<file path="src/assembly_pkg.sv">
// Purpose: shared constants for the cyclic output assembly link
// Assumes: one byte per link beat, frames closed by a last flag
// Notes:   offsets are byte positions inside one assembly
package assembly_pkg;
	localparam int               BYTE_W        = 8;
	localparam int               POS_W         = 9;
	localparam int               FIFO_DEPTH    = 8;
	// assembly lengths, both layouts
	localparam logic [8:0]       MIN_LEN       = 9'h001;
	localparam logic [8:0]       FULL_MAX_LEN  = 9'h107;  // 263
	localparam logic [8:0]       RED_MAX_LEN   = 9'h106;  // 262
	localparam logic [8:0]       MAX_ENTRY_IDX = 9'h0fe;  // 254
	// byte offsets, full layout
	localparam logic [8:0]       OFS_CTRL      = 9'h000;
	localparam logic [8:0]       OFS_F_IO      = 9'h001;
	localparam logic [8:0]       OFS_F_FNUM    = 9'h002;
	localparam logic [8:0]       OFS_F_FREM    = 9'h003;
	localparam logic [8:0]       OFS_F_FSIZE   = 9'h004;
	localparam logic [8:0]       OFS_F_FLAGS   = 9'h005;
	localparam logic [8:0]       OFS_F_LENLO   = 9'h006;
	localparam logic [8:0]       OFS_F_LENHI   = 9'h007;
	localparam logic [8:0]       OFS_F_DATA    = 9'h008;
	// byte offsets, reduced layout
	localparam logic [8:0]       OFS_R_FNUM    = 9'h001;
	localparam logic [8:0]       OFS_R_FREM    = 9'h002;
	localparam logic [8:0]       OFS_R_FSIZE   = 9'h003;
	localparam logic [8:0]       OFS_R_FLAGS   = 9'h004;
	localparam logic [8:0]       OFS_R_LENLO   = 9'h005;
	localparam logic [8:0]       OFS_R_LENHI   = 9'h006;
	localparam logic [8:0]       OFS_R_DATA    = 9'h007;
	// control byte bits
	localparam int               CTRL_ACT      = 0;
	localparam int               CTRL_ACK      = 1;
	localparam int               CTRL_DRESET   = 2;
	localparam int               CTRL_ERRACK   = 3;
	localparam int               CTRL_STANDBY  = 4;
	// monitoring byte bits: output n at 2n, counter reset n at 2n+1
	localparam int               IO_SW0        = 0;
	localparam int               IO_RST0       = 1;
	// flags byte bits
	localparam int               FLAG_NEWDATA  = 5;
	localparam int               FLAG_TOGGLE   = 6;
	// controller register map (apb byte addresses)
	localparam logic [11:0]      ADDR_CFG      = 12'h000;
	localparam logic [11:0]      ADDR_DATA     = 12'h004;
	localparam logic [11:0]      ADDR_STATUS   = 12'h008;
	localparam int               CFG_LAYOUT    = 0;
	localparam int               CFG_LEN_LSB   = 16;
	localparam logic             RST_LAYOUT    = 1'b1;
	localparam logic [8:0]       RST_LEN       = 9'h001;
	typedef enum logic [0:0] {
		TX_IDLE  = 1'b0,
		TX_FRAME = 1'b1
	} tx_state_t;
endpackage

</file>
<file path="src/assembly_if.sv">
// Purpose: byte link from controller end to reader end
// Assumes: both ends on pclk
// Notes:   layout_full is a level fixed while a frame is open
`timescale 1ns/100ps
interface assembly_if;
	logic       valid;
	logic       ready;
	logic [7:0] data;
	logic       last;
	logic       layout_full;
	modport ctrl_end   (output valid, output data, output last, output layout_full, input ready);
	modport reader_end (input valid, input data, input last, input layout_full, output ready);
endinterface

</file>
<file path="src/assembly_reader_end.sv">
// Purpose: reader end, decodes cyclic output assemblies from the link
// Assumes: link is on pclk; frames end on link.last
// Notes:   fields not reached before last keep their old value
// Contract
// controller sends full or reduced layout cyclically
// full layout 1..263 bytes, decode present only
// byte 0 holds five control bits
// full byte 1 holds output and counter bits
// output bit acts only if external-event configured
// full layout fragment fields in bytes 2-4
// reduced layout fragment fields in bytes 1-3
// full entry length bytes 6 low, 7 high
// full entry data from byte 8, up to 255
// controller length is eight plus entry length
// one-byte assembly carries only control byte
// two-byte full assembly adds monitoring byte
// reduced layout 1..262 bytes
// reduced length bytes 5,6; data from 7
// toggle change means new entry; flag valid
// reserved bits are ignored
`timescale 1ns/100ps
module assembly_reader_end #(
	parameter int NOUT = 2
) (
	input  wire logic            pclk,
	input  wire logic            presetn,
	assembly_if.reader_end       link,
	input  wire logic            accept,
	input  wire logic [NOUT-1:0] ext_event_en,
	output logic                 activation,
	output logic                 data_ack,
	output logic                 data_reset,
	output logic                 error_ack,
	output logic                 standby_req,
	output logic      [NOUT-1:0] sw_out,
	output logic      [NOUT-1:0] cnt_reset,
	output logic                 io_present,
	output logic      [7:0]      frag_num,
	output logic      [7:0]      frag_rem,
	output logic      [7:0]      frag_size,
	output logic                 frag_present,
	output logic                 new_data,
	output logic                 new_entry,
	output logic      [15:0]     entry_len,
	output logic                 len_present,
	output logic      [7:0]      entry_byte,
	output logic      [7:0]      entry_idx,
	output logic                 entry_valid,
	output logic                 frame_done,
	output logic      [8:0]      frame_len
);
	logic [8:0]      pos_r;
	logic            ready_r;
	logic [4:0]      ctrl_r;
	logic [NOUT-1:0] sw_req_r;
	logic [NOUT-1:0] sw_out_r;
	logic [NOUT-1:0] cnt_reset_r;
	logic            io_pres_r;
	logic [7:0]      fnum_r;
	logic [7:0]      frem_r;
	logic [7:0]      fsize_r;
	logic            frag_pres_r;
	logic            new_data_r;
	logic            toggle_r;
	logic            new_entry_r;
	logic [15:0]     elen_r;
	logic            len_pres_r;
	logic [7:0]      ebyte_r;
	logic [7:0]      eidx_r;
	logic            evalid_r;
	logic            done_r;
	logic [8:0]      flen_r;
	logic            fire;
	logic            full;
	logic [8:0]      off_fnum;
	logic [8:0]      off_frem;
	logic [8:0]      off_fsize;
	logic [8:0]      off_flags;
	logic [8:0]      off_lenlo;
	logic [8:0]      off_lenhi;
	logic [8:0]      off_data;
	logic [8:0]      dpos;
	logic [8:0]      max_len;
	logic            in_span;
	// the layout picks every field offset after the control byte; reduced drops the monitoring byte
	assign full      = link.layout_full;
	assign off_fnum  = full ? assembly_pkg::OFS_F_FNUM  : assembly_pkg::OFS_R_FNUM;
	assign off_frem  = full ? assembly_pkg::OFS_F_FREM  : assembly_pkg::OFS_R_FREM;
	assign off_fsize = full ? assembly_pkg::OFS_F_FSIZE : assembly_pkg::OFS_R_FSIZE;
	assign off_flags = full ? assembly_pkg::OFS_F_FLAGS : assembly_pkg::OFS_R_FLAGS;
	assign off_lenlo = full ? assembly_pkg::OFS_F_LENLO : assembly_pkg::OFS_R_LENLO;
	assign off_lenhi = full ? assembly_pkg::OFS_F_LENHI : assembly_pkg::OFS_R_LENHI;
	assign off_data  = full ? assembly_pkg::OFS_F_DATA  : assembly_pkg::OFS_R_DATA;
	assign max_len   = full ? assembly_pkg::FULL_MAX_LEN : assembly_pkg::RED_MAX_LEN;
	assign fire      = link.valid && ready_r;
	assign dpos      = pos_r - off_data;
	// bytes past the layout's maximum are dropped rather than decoded
	assign in_span   = (pos_r < max_len);

	// link ready follows the user's accept one cycle late
	always_ff @(posedge pclk or negedge presetn) begin
		if (!presetn) ready_r <= 1'b0;
		else          ready_r <= accept;
	end

	// byte position inside the frame; saturates on overlong frames
	always_ff @(posedge pclk or negedge presetn) begin
		if (!presetn) begin
			pos_r  <= '0;
			done_r <= 1'b0;
			flen_r <= '0;
		end else begin
			done_r <= fire && link.last;
			if (fire && link.last) begin
				pos_r  <= '0;
				flen_r <= in_span ? pos_r + 9'h001 : max_len;
			end else if (fire && pos_r != 9'h1ff) begin
				pos_r <= pos_r + 9'h001;
			end
		end
	end

	// control byte; bits 5..7 never looked at
	always_ff @(posedge pclk or negedge presetn) begin
		if (!presetn) begin
			ctrl_r <= '0;
		end else if (fire && pos_r == assembly_pkg::OFS_CTRL) begin
			ctrl_r[0] <= link.data[assembly_pkg::CTRL_ACT];
			ctrl_r[1] <= link.data[assembly_pkg::CTRL_ACK];
			ctrl_r[2] <= link.data[assembly_pkg::CTRL_DRESET];
			ctrl_r[3] <= link.data[assembly_pkg::CTRL_ERRACK];
			ctrl_r[4] <= link.data[assembly_pkg::CTRL_STANDBY];
		end
	end

	// presence flags: rebuilt each frame from the bytes actually seen
	always_ff @(posedge pclk or negedge presetn) begin
		if (!presetn) begin
			io_pres_r   <= 1'b0;
			frag_pres_r <= 1'b0;
			len_pres_r  <= 1'b0;
		end else if (fire && pos_r == assembly_pkg::OFS_CTRL) begin
			io_pres_r   <= 1'b0;
			frag_pres_r <= 1'b0;
			len_pres_r  <= 1'b0;
		end else if (fire) begin
			if (full && pos_r == assembly_pkg::OFS_F_IO) io_pres_r <= 1'b1;
			if (pos_r == off_fsize) frag_pres_r <= 1'b1;
			if (pos_r == off_lenhi) len_pres_r <= 1'b1;
		end
	end

	// per switching output: request, gated output, counter reset pulse
	genvar gi;
	generate
		for (gi = 0; gi < NOUT; gi++) begin : g_out
			always_ff @(posedge pclk or negedge presetn) begin
				if (!presetn) begin
					sw_req_r[gi]    <= 1'b0;
					sw_out_r[gi]    <= 1'b0;
					cnt_reset_r[gi] <= 1'b0;
				end else begin
					cnt_reset_r[gi] <= fire && full && pos_r == assembly_pkg::OFS_F_IO &&
					                   link.data[assembly_pkg::IO_RST0 + 2*gi];
					if (fire && full && pos_r == assembly_pkg::OFS_F_IO)
						sw_req_r[gi] <= link.data[assembly_pkg::IO_SW0 + 2*gi];
					// without the external-event function the request has no effect
					sw_out_r[gi] <= sw_req_r[gi] && ext_event_en[gi];
				end
			end
		end
	endgenerate

	// fragment fields and entry length
	always_ff @(posedge pclk or negedge presetn) begin
		if (!presetn) begin
			fnum_r  <= '0;
			frem_r  <= '0;
			fsize_r <= '0;
			elen_r  <= '0;
		end else if (fire) begin
			if (pos_r == off_fnum)  fnum_r  <= link.data;
			if (pos_r == off_frem)  frem_r  <= link.data;
			if (pos_r == off_fsize) fsize_r <= link.data;
			if (pos_r == off_lenlo) elen_r[7:0]  <= link.data;
			if (pos_r == off_lenhi) elen_r[15:8] <= link.data;
		end
	end

	// flags byte: a change of the toggle marks a new entry
	always_ff @(posedge pclk or negedge presetn) begin
		if (!presetn) begin
			toggle_r    <= 1'b0;
			new_data_r  <= 1'b0;
			new_entry_r <= 1'b0;
		end else begin
			new_entry_r <= fire && pos_r == off_flags &&
			               (link.data[assembly_pkg::FLAG_TOGGLE] != toggle_r);
			if (fire && pos_r == off_flags) begin
				toggle_r   <= link.data[assembly_pkg::FLAG_TOGGLE];
				new_data_r <= link.data[assembly_pkg::FLAG_NEWDATA];
			end
		end
	end

	// entry data stream; count set by where the frame ends, at most 255 bytes
	always_ff @(posedge pclk or negedge presetn) begin
		if (!presetn) begin
			evalid_r <= 1'b0;
			ebyte_r  <= '0;
			eidx_r   <= '0;
		end else begin
			evalid_r <= fire && pos_r >= off_data &&
			            dpos <= assembly_pkg::MAX_ENTRY_IDX;
			if (fire && pos_r >= off_data && dpos <= assembly_pkg::MAX_ENTRY_IDX) begin
				ebyte_r <= link.data;
				eidx_r  <= dpos[7:0];
			end
		end
	end

	assign link.ready   = ready_r;
	assign activation   = ctrl_r[0];
	assign data_ack     = ctrl_r[1];
	assign data_reset   = ctrl_r[2];
	assign error_ack    = ctrl_r[3];
	assign standby_req  = ctrl_r[4];
	assign sw_out       = sw_out_r;
	assign cnt_reset    = cnt_reset_r;
	assign io_present   = io_pres_r;
	assign frag_num     = fnum_r;
	assign frag_rem     = frem_r;
	assign frag_size    = fsize_r;
	assign frag_present = frag_pres_r;
	assign new_data     = new_data_r;
	assign new_entry    = new_entry_r;
	assign entry_len    = elen_r;
	assign len_present  = len_pres_r;
	assign entry_byte   = ebyte_r;
	assign entry_idx    = eidx_r;
	assign entry_valid  = evalid_r;
	assign frame_done   = done_r;
	assign frame_len    = flen_r;
endmodule

</file>
<file path="src/flat_wrapper.sv">
// flat-port wrapper written by rule: the top's interface ports become plain ports
module assembly_reader_end_flat 
#(
	parameter int NOUT = 2
)
  (pclk, presetn, accept, ext_event_en, activation, data_ack, data_reset, error_ack, standby_req, sw_out, cnt_reset, io_present, frag_num, frag_rem, frag_size, frag_present, new_data, new_entry, entry_len, len_present, entry_byte, entry_idx, entry_valid, frame_done, frame_len, link_valid, link_data, link_last, link_layout_full, link_ready);
  assembly_if link_i ();
  input  wire logic pclk;
  input  wire logic presetn;
  input  wire logic accept;
  input  wire logic [NOUT-1:0] ext_event_en;
  output logic activation;
  output logic data_ack;
  output logic data_reset;
  output logic error_ack;
  output logic standby_req;
  output logic      [NOUT-1:0] sw_out;
  output logic      [NOUT-1:0] cnt_reset;
  output logic io_present;
  output logic      [7:0] frag_num;
  output logic      [7:0] frag_rem;
  output logic      [7:0] frag_size;
  output logic frag_present;
  output logic new_data;
  output logic new_entry;
  output logic      [15:0] entry_len;
  output logic len_present;
  output logic      [7:0] entry_byte;
  output logic      [7:0] entry_idx;
  output logic entry_valid;
  output logic frame_done;
  output logic      [8:0] frame_len;
  input wire logic [$bits(link_i.valid)-1:0] link_valid;
  input wire logic [$bits(link_i.data)-1:0] link_data;
  input wire logic [$bits(link_i.last)-1:0] link_last;
  input wire logic [$bits(link_i.layout_full)-1:0] link_layout_full;
  output wire logic [$bits(link_i.ready)-1:0] link_ready;
  assign link_i.valid = link_valid;
  assign link_i.data = link_data;
  assign link_i.last = link_last;
  assign link_i.layout_full = link_layout_full;
  assign link_ready = link_i.ready;
  assembly_reader_end #(.NOUT(NOUT)) u_core (.pclk(pclk), .presetn(presetn), .link(link_i), .accept(accept), .ext_event_en(ext_event_en), .activation(activation), .data_ack(data_ack), .data_reset(data_reset), .error_ack(error_ack), .standby_req(standby_req), .sw_out(sw_out), .cnt_reset(cnt_reset), .io_present(io_present), .frag_num(frag_num), .frag_rem(frag_rem), .frag_size(frag_size), .frag_present(frag_present), .new_data(new_data), .new_entry(new_entry), .entry_len(entry_len), .len_present(len_present), .entry_byte(entry_byte), .entry_idx(entry_idx), .entry_valid(entry_valid), .frame_done(frame_done), .frame_len(frame_len));
endmodule
</file>
<file path="config.mk">
export PLATFORM = sky130hd
export DESIGN_NAME = assembly_reader_end_flat
export DESIGN_NICKNAME = d
export VERILOG_FILES = /design/src/assembly_pkg.sv /design/src/assembly_if.sv /design/src/assembly_reader_end.sv /design/src/flat_wrapper.sv
export SDC_FILE = /design/constraint.sdc
export NUM_CORES = 1
export LEC_CHECK = 0
export ABC_CLOCK_PERIOD_IN_PS = 8200
export BUFFER_PORTS_ARGS = -buffer_cell sky130_fd_sc_hd__buf_2
export CAP_MARGIN = 20
export CORE_ASPECT_RATIO = 0.9
export CORE_UTILIZATION = 30
export CTS_CLUSTER_SIZE = 30
export DETAILED_ROUTE_END_ITERATION = 10
export PLACE_DENSITY = 0.54
export SYNTH_ARGS = -nofsm -noshare
export SYNTH_HDL_FRONTEND = slang
export SYNTH_SLANG_ARGS = --single-unit
</file>
<file path="constraint.sdc">
create_clock -name pclk -period 8.2 [get_ports pclk]
set_input_delay 0.82 -clock pclk [delete_from_list [all_inputs] [get_ports pclk]]
set_output_delay 0.82 -clock pclk [all_outputs]
set_load 0.01 [all_outputs]
</file>
Word-level counts from Yosys, hierarchy flattened
Cells that the tools add are included.

Flip-flop bits (word level): 94. Input bits: 16. Output and inout bits: 82. Logic and storage cells: 88.

Add/subtract/negate cells: 2. Order comparisons: 3. Equality and inequality tests: 9. Muxes and demuxes: 20. Reduce and logical (&&, ||, !) cells: 29.

Operator list (count): 9-bit == test (6); 9-bit 2-to-1 mux (3); 2-bit AND reduction (8); 1-bit logical AND (15); 1-bit 2-to-1 mux (13); 2-bit nonzero test (5); 9-bit by 1-bit adder with 9-bit output, second input constant (1); 9-bit by 1-bit == test with 1-bit output, second input constant (1); 9-bit greater-or-equal comparator (1); 9-bit by 8-bit <= comparator with 1-bit output, second input constant (1); 9-bit logical NOT (1); 9-bit less-than comparator (1); 9-bit inequality test, second input constant (1); 9-bit subtractor (1); 2-bit 2-to-1 mux (2); 4-bit 2-to-1 mux (1); 3-bit 2-to-1 mux (1); 1-bit inequality test (1).

Logic depth before layout (Yosys ltp)
Word-level depth: 5. Mapped depth: 10. Mapped depth without buffers: 10.

Least setup slack after synthesis
OpenSTA, ideal clock, no wires.

Path type: input-to-reg. Start point: input link_layout_full. End point: register u_core.ebyte_r[2] (netlist: u_core.entry_byte[2]). Library setup time: 0.125 ns. Arrival time: 3.130 ns. Data required time: 8.075 ns. Path slack: 4.946 ns. Cell stages on the path: 10. Path buffers: 1. Path through: inv_1 ha_1 fa_1 nor2b_1 o21ai_0 a211oi_1 o311ai_4 nor2_1 buf_2 mux2_2.

Word-level cells in the longest chain between the ends: 4.

RTL lines: start: declaration (RTL line flat_wrapper.sv:36) `input wire logic [$bits(link_i.layout_full)-1:0] link_layout_full;`; 4-bit 2-to-1 mux (*) (RTL line assembly_reader_end.sv:93) `assign off_data = full ? assembly_pkg::OFS_F_DATA : assembly_pkg::OFS_R_DATA;`; 9-bit subtractor / 9-bit greater-or-equal comparator (equally long branches) (RTL line assembly_reader_end.sv:96, assembly_reader_end.sv:215); 9-bit by 8-bit <= comparator with 1-bit output / 1-bit logical AND (equally long branches) (RTL line assembly_reader_end.sv:215) `if (fire && pos_r >= off_data && dpos <= assembly_pkg::MAX_ENTRY_IDX) begin`; 1-bit logical AND (*) (RTL line assembly_reader_end.sv:215); end signal: assignment (RTL line assembly_reader_end.sv:216) `ebyte_r <= link.data;`; end: declaration (RTL line assembly_reader_end.sv:68) `logic [7:0] ebyte_r;`.

Every way passes the cells marked *; elsewhere a longest branch is shown, timed or not. A chain may end at the register's enable or synchronous reset.

Worst setup path after layout
Start point: input link_layout_full. End point: register u_core.ebyte_r[5] (netlist: u_core.entry_byte[5]).

The elaborated chain is that of the path after synthesis.

==> impl_metrics.toml <==
[pwr]
switching_power_uw = 453
switching_share = 0.305
p_clk_frac = 0.270
seqPwrFrac = 0.450
power.leakage_uw = 0.00253
ir_drop_uv = 132
p_comb_frac = 0.279
power.internal_uw = 1030
powerDensity_nw_per_um2 = 293

[yosys]
syn_area_per_cell_um2 = 12.7
synth_top_area_share = 0.568
yosys_warnings = 0
ys.flop_type = "dfrtp_1"
ys_types = 38
synth_most_common_cell = "dfrtp_1"
synth_fp_nets = 353
syn_inst = 327
netlist_top_cells_area = "dfrtp_1, mux2_2, nand2_1, mux2_4, ha_1"
ys_ff_latch = 94
synth.yosys.seq_area_share = 0.568
synthesis.area_um2 = 4140
netlist_top_cells_count = "dfrtp_1, mux2_2, nand2_1"
synth_area_leader_cell = "dfrtp_1"
async_flop_share = 1.00
synth-edff-count = 0

[drt]
num_vias = 2828
drc = 0
postRouteAntennaNets = 0
first_pass_iters = 4
drt_iter0_markers = 107
vias_per_cell = 4.73
routed_wl_mm = 9.95
routedWlPerCell_um = 16.6

[critical_path]
crit_required_ps = 8430
worst_setup_path_start_kind = "primary input"
end_kind = "register"
cp_max_fo = 12
slowest_delay_ps = 850
worst_ep_arrival_time_ps = 4000
slowest_stage = "nor2_1"
cp_cell_sequence = "buf_2 -> inv_1 -> ha_1 -> fa_1 -> nor2b_1 -> o21ai_0 -> a211oi_1 -> o311ai_4 -> nor2_1 -> mux2_2"
worstSetupPathType = "primary input to register"

[final_layout]
syn_to_final_growth_pct = 22.6
drive_gt1_frac = 0.416
diodes = 0
nNetsFinal = 451
final_cells = 598

[timing]
relSlewSlack = 0.303
final.setup.worst_slack_ps = 4430
setup_viol = 0
slew_viol_final = 0
post-route-period-util = 0.460
setup-tns-final_ps = 0
hold_viol = 0
min_period_ps = 3770
worstMarginPinSlew_ps = 1040
rsz0062_at_grt = "no"
fmax_mhz = 265
skew_ps = 8.77

[global_route]
grt_pass1_wl_mm = 15.8
overflow = 0
grt_pass1_vias = 2802
grt_usage = 0.148
grt_max_degree = 62
grt_antenna_before_repair = 0

[clock_network]
post_cts_buffers = 0
clock-sinks = 94
cts-root-buf = "clkbuf_16"
htree_levels = 3
clock_latency_ps = 350
post_cts_resized = 0
cts_made_buffers = 9
cts_hold_buf = 0
path_clk_slew_ps = 60
cts_tree = "done"
clk_path_buf_depth = 2

[floorplanning]
std_cell_rows = 40
coreArea_um2 = 13400
die_y_um = 113
pin_count = 98
die_x_um = 126
die_area_um2 = 14300
initial_core_util = 0.308

[placement]
hpwlAfterDp_mm = 6.97
place_inst = 581
dpl_worst_slack_ps = 4010
gp_congestion = 0.821
io_buffers = 97

[status]
status = "finished, final reports clean"

[hold_path]
min_path_type = "primary input to asynchronous set/reset pin"

[flow_run]
maxCapViolCount = 0
[power groups by stage]
stage	registers (uW)	clock network, uW	logic, uW
after floorplan	732	0	170
after global placement	671	0	417
after detailed placement	677	0	420
after CTS	671	419	422
after global routing	687	437	453
final	668	401	414
[path summary, 6_finish.rpt]
path	slack, ps	to	depth (start not counted)	from
worst min register to register	460	u_core.frame_len[1]	2	u_core.frame_len[1]
worst max register to register	4620	u_core.entry_byte[5]	9	u_core.pos_r[0]
max in group asynchronous	6650	u_core.frag_rem[5]	2	presetn
worst min-delay path	410	u_core.frame_len[5]	1	presetn
min in group pclk	460	u_core.frame_len[1]	2	u_core.frame_len[1]
worst max-delay path	4430	u_core.entry_byte[5]	10	link_layout_full
[logic make-up (layout without fill, tap and decap cells)]
group           after synthesis  in the layout  synth area share
buf+inv                      18            121            0.0227
compound gates               49             49            0.0804
flops                        94             94             0.568
mux                          58             58             0.165
xor+xnor                     14             14            0.0296
simple gates                 84             84             0.102
fa+ha+maj                    10             10            0.0321
[routing by layer]
layer | track usage | wire [um]
met3 | 0.0539 | 628
met1 | 0.197 | 4750
met5 | 0 | 0
met2 | 0.220 | 4380
met4 | 0.0594 | 187
[worst max-delay path, delay by kind of cell]
kind	cells	cell delay, ps
adder cells (fa/ha/maj)	2	670
multiplexers	1	420
AO/OA/AOI/OAI	3	810
buffers and inverters	2	270
AND/OR/NAND/NOR	2	1000
[placed cells by master, fill, tap and decap left out, types with 4 or more instances in the layout]
| cell type | n |
|---|---|
| buf_2 | 96 |
| nor2_1 | 14 |
| a21oi_1 | 6 |
| and2_1 | 4 |
| nand3_1 | 5 |
| mux2_4 | 8 |
| inv_1 | 6 |
| nor3_1 | 5 |
| nand2_1 | 34 |
| xnor2_1 | 10 |
| ha_1 | 9 |
| dfrtp_1 | 94 |
| and3_1 | 4 |
| clkbuf_16 | 9 |
| xor2_1 | 4 |
| o21ai_0 | 19 |
| o31ai_1 | 9 |
| a2bb2oi_1 | 4 |
| mux2_2 | 49 |
[cell type report]
cell class / count / area [um2]
clock buffers: 12 / 256
inverters: 6 / 22.5
well taps: 168 / 210
clock inverters: 4 / 31.3
fillers: 1326 / 8340
multi-input cells: 215 / 1690
flip-flops and latches: 94 / 2350
repair buffers: 99 / 507
[sequential cells by signal (all words and copies together), names as in the netlist, 2 cells and up]
signal	count
u_core.frag_size	8
u_core.pos_r	9
u_core.entry_len	16
u_core.ctrl_r	5
u_core.cnt_reset	2
u_core.entry_byte	8
u_core.frame_len	9
u_core.frag_rem	8
u_core.sw_req_r	2
u_core.sw_out	2
u_core.frag_num	8
u_core.entry_idx	8
[per-stage QoR]
step | area (um2) | total power [uW] | hold WS, ps | util
CTS | 5060 | 1510 | 416 | 0.377
finish | 5070 | 1480 | 407 | 0.378
floorplan | 4140 | 902 | 455 | -
global route | 5070 | 1580 | 428 | 0.378
global placement | 4770 | 1090 | 448 | 0.356
detailed placement | 4770 | 1100 | 452 | 0.356
(Power assumes the default switching activity.)
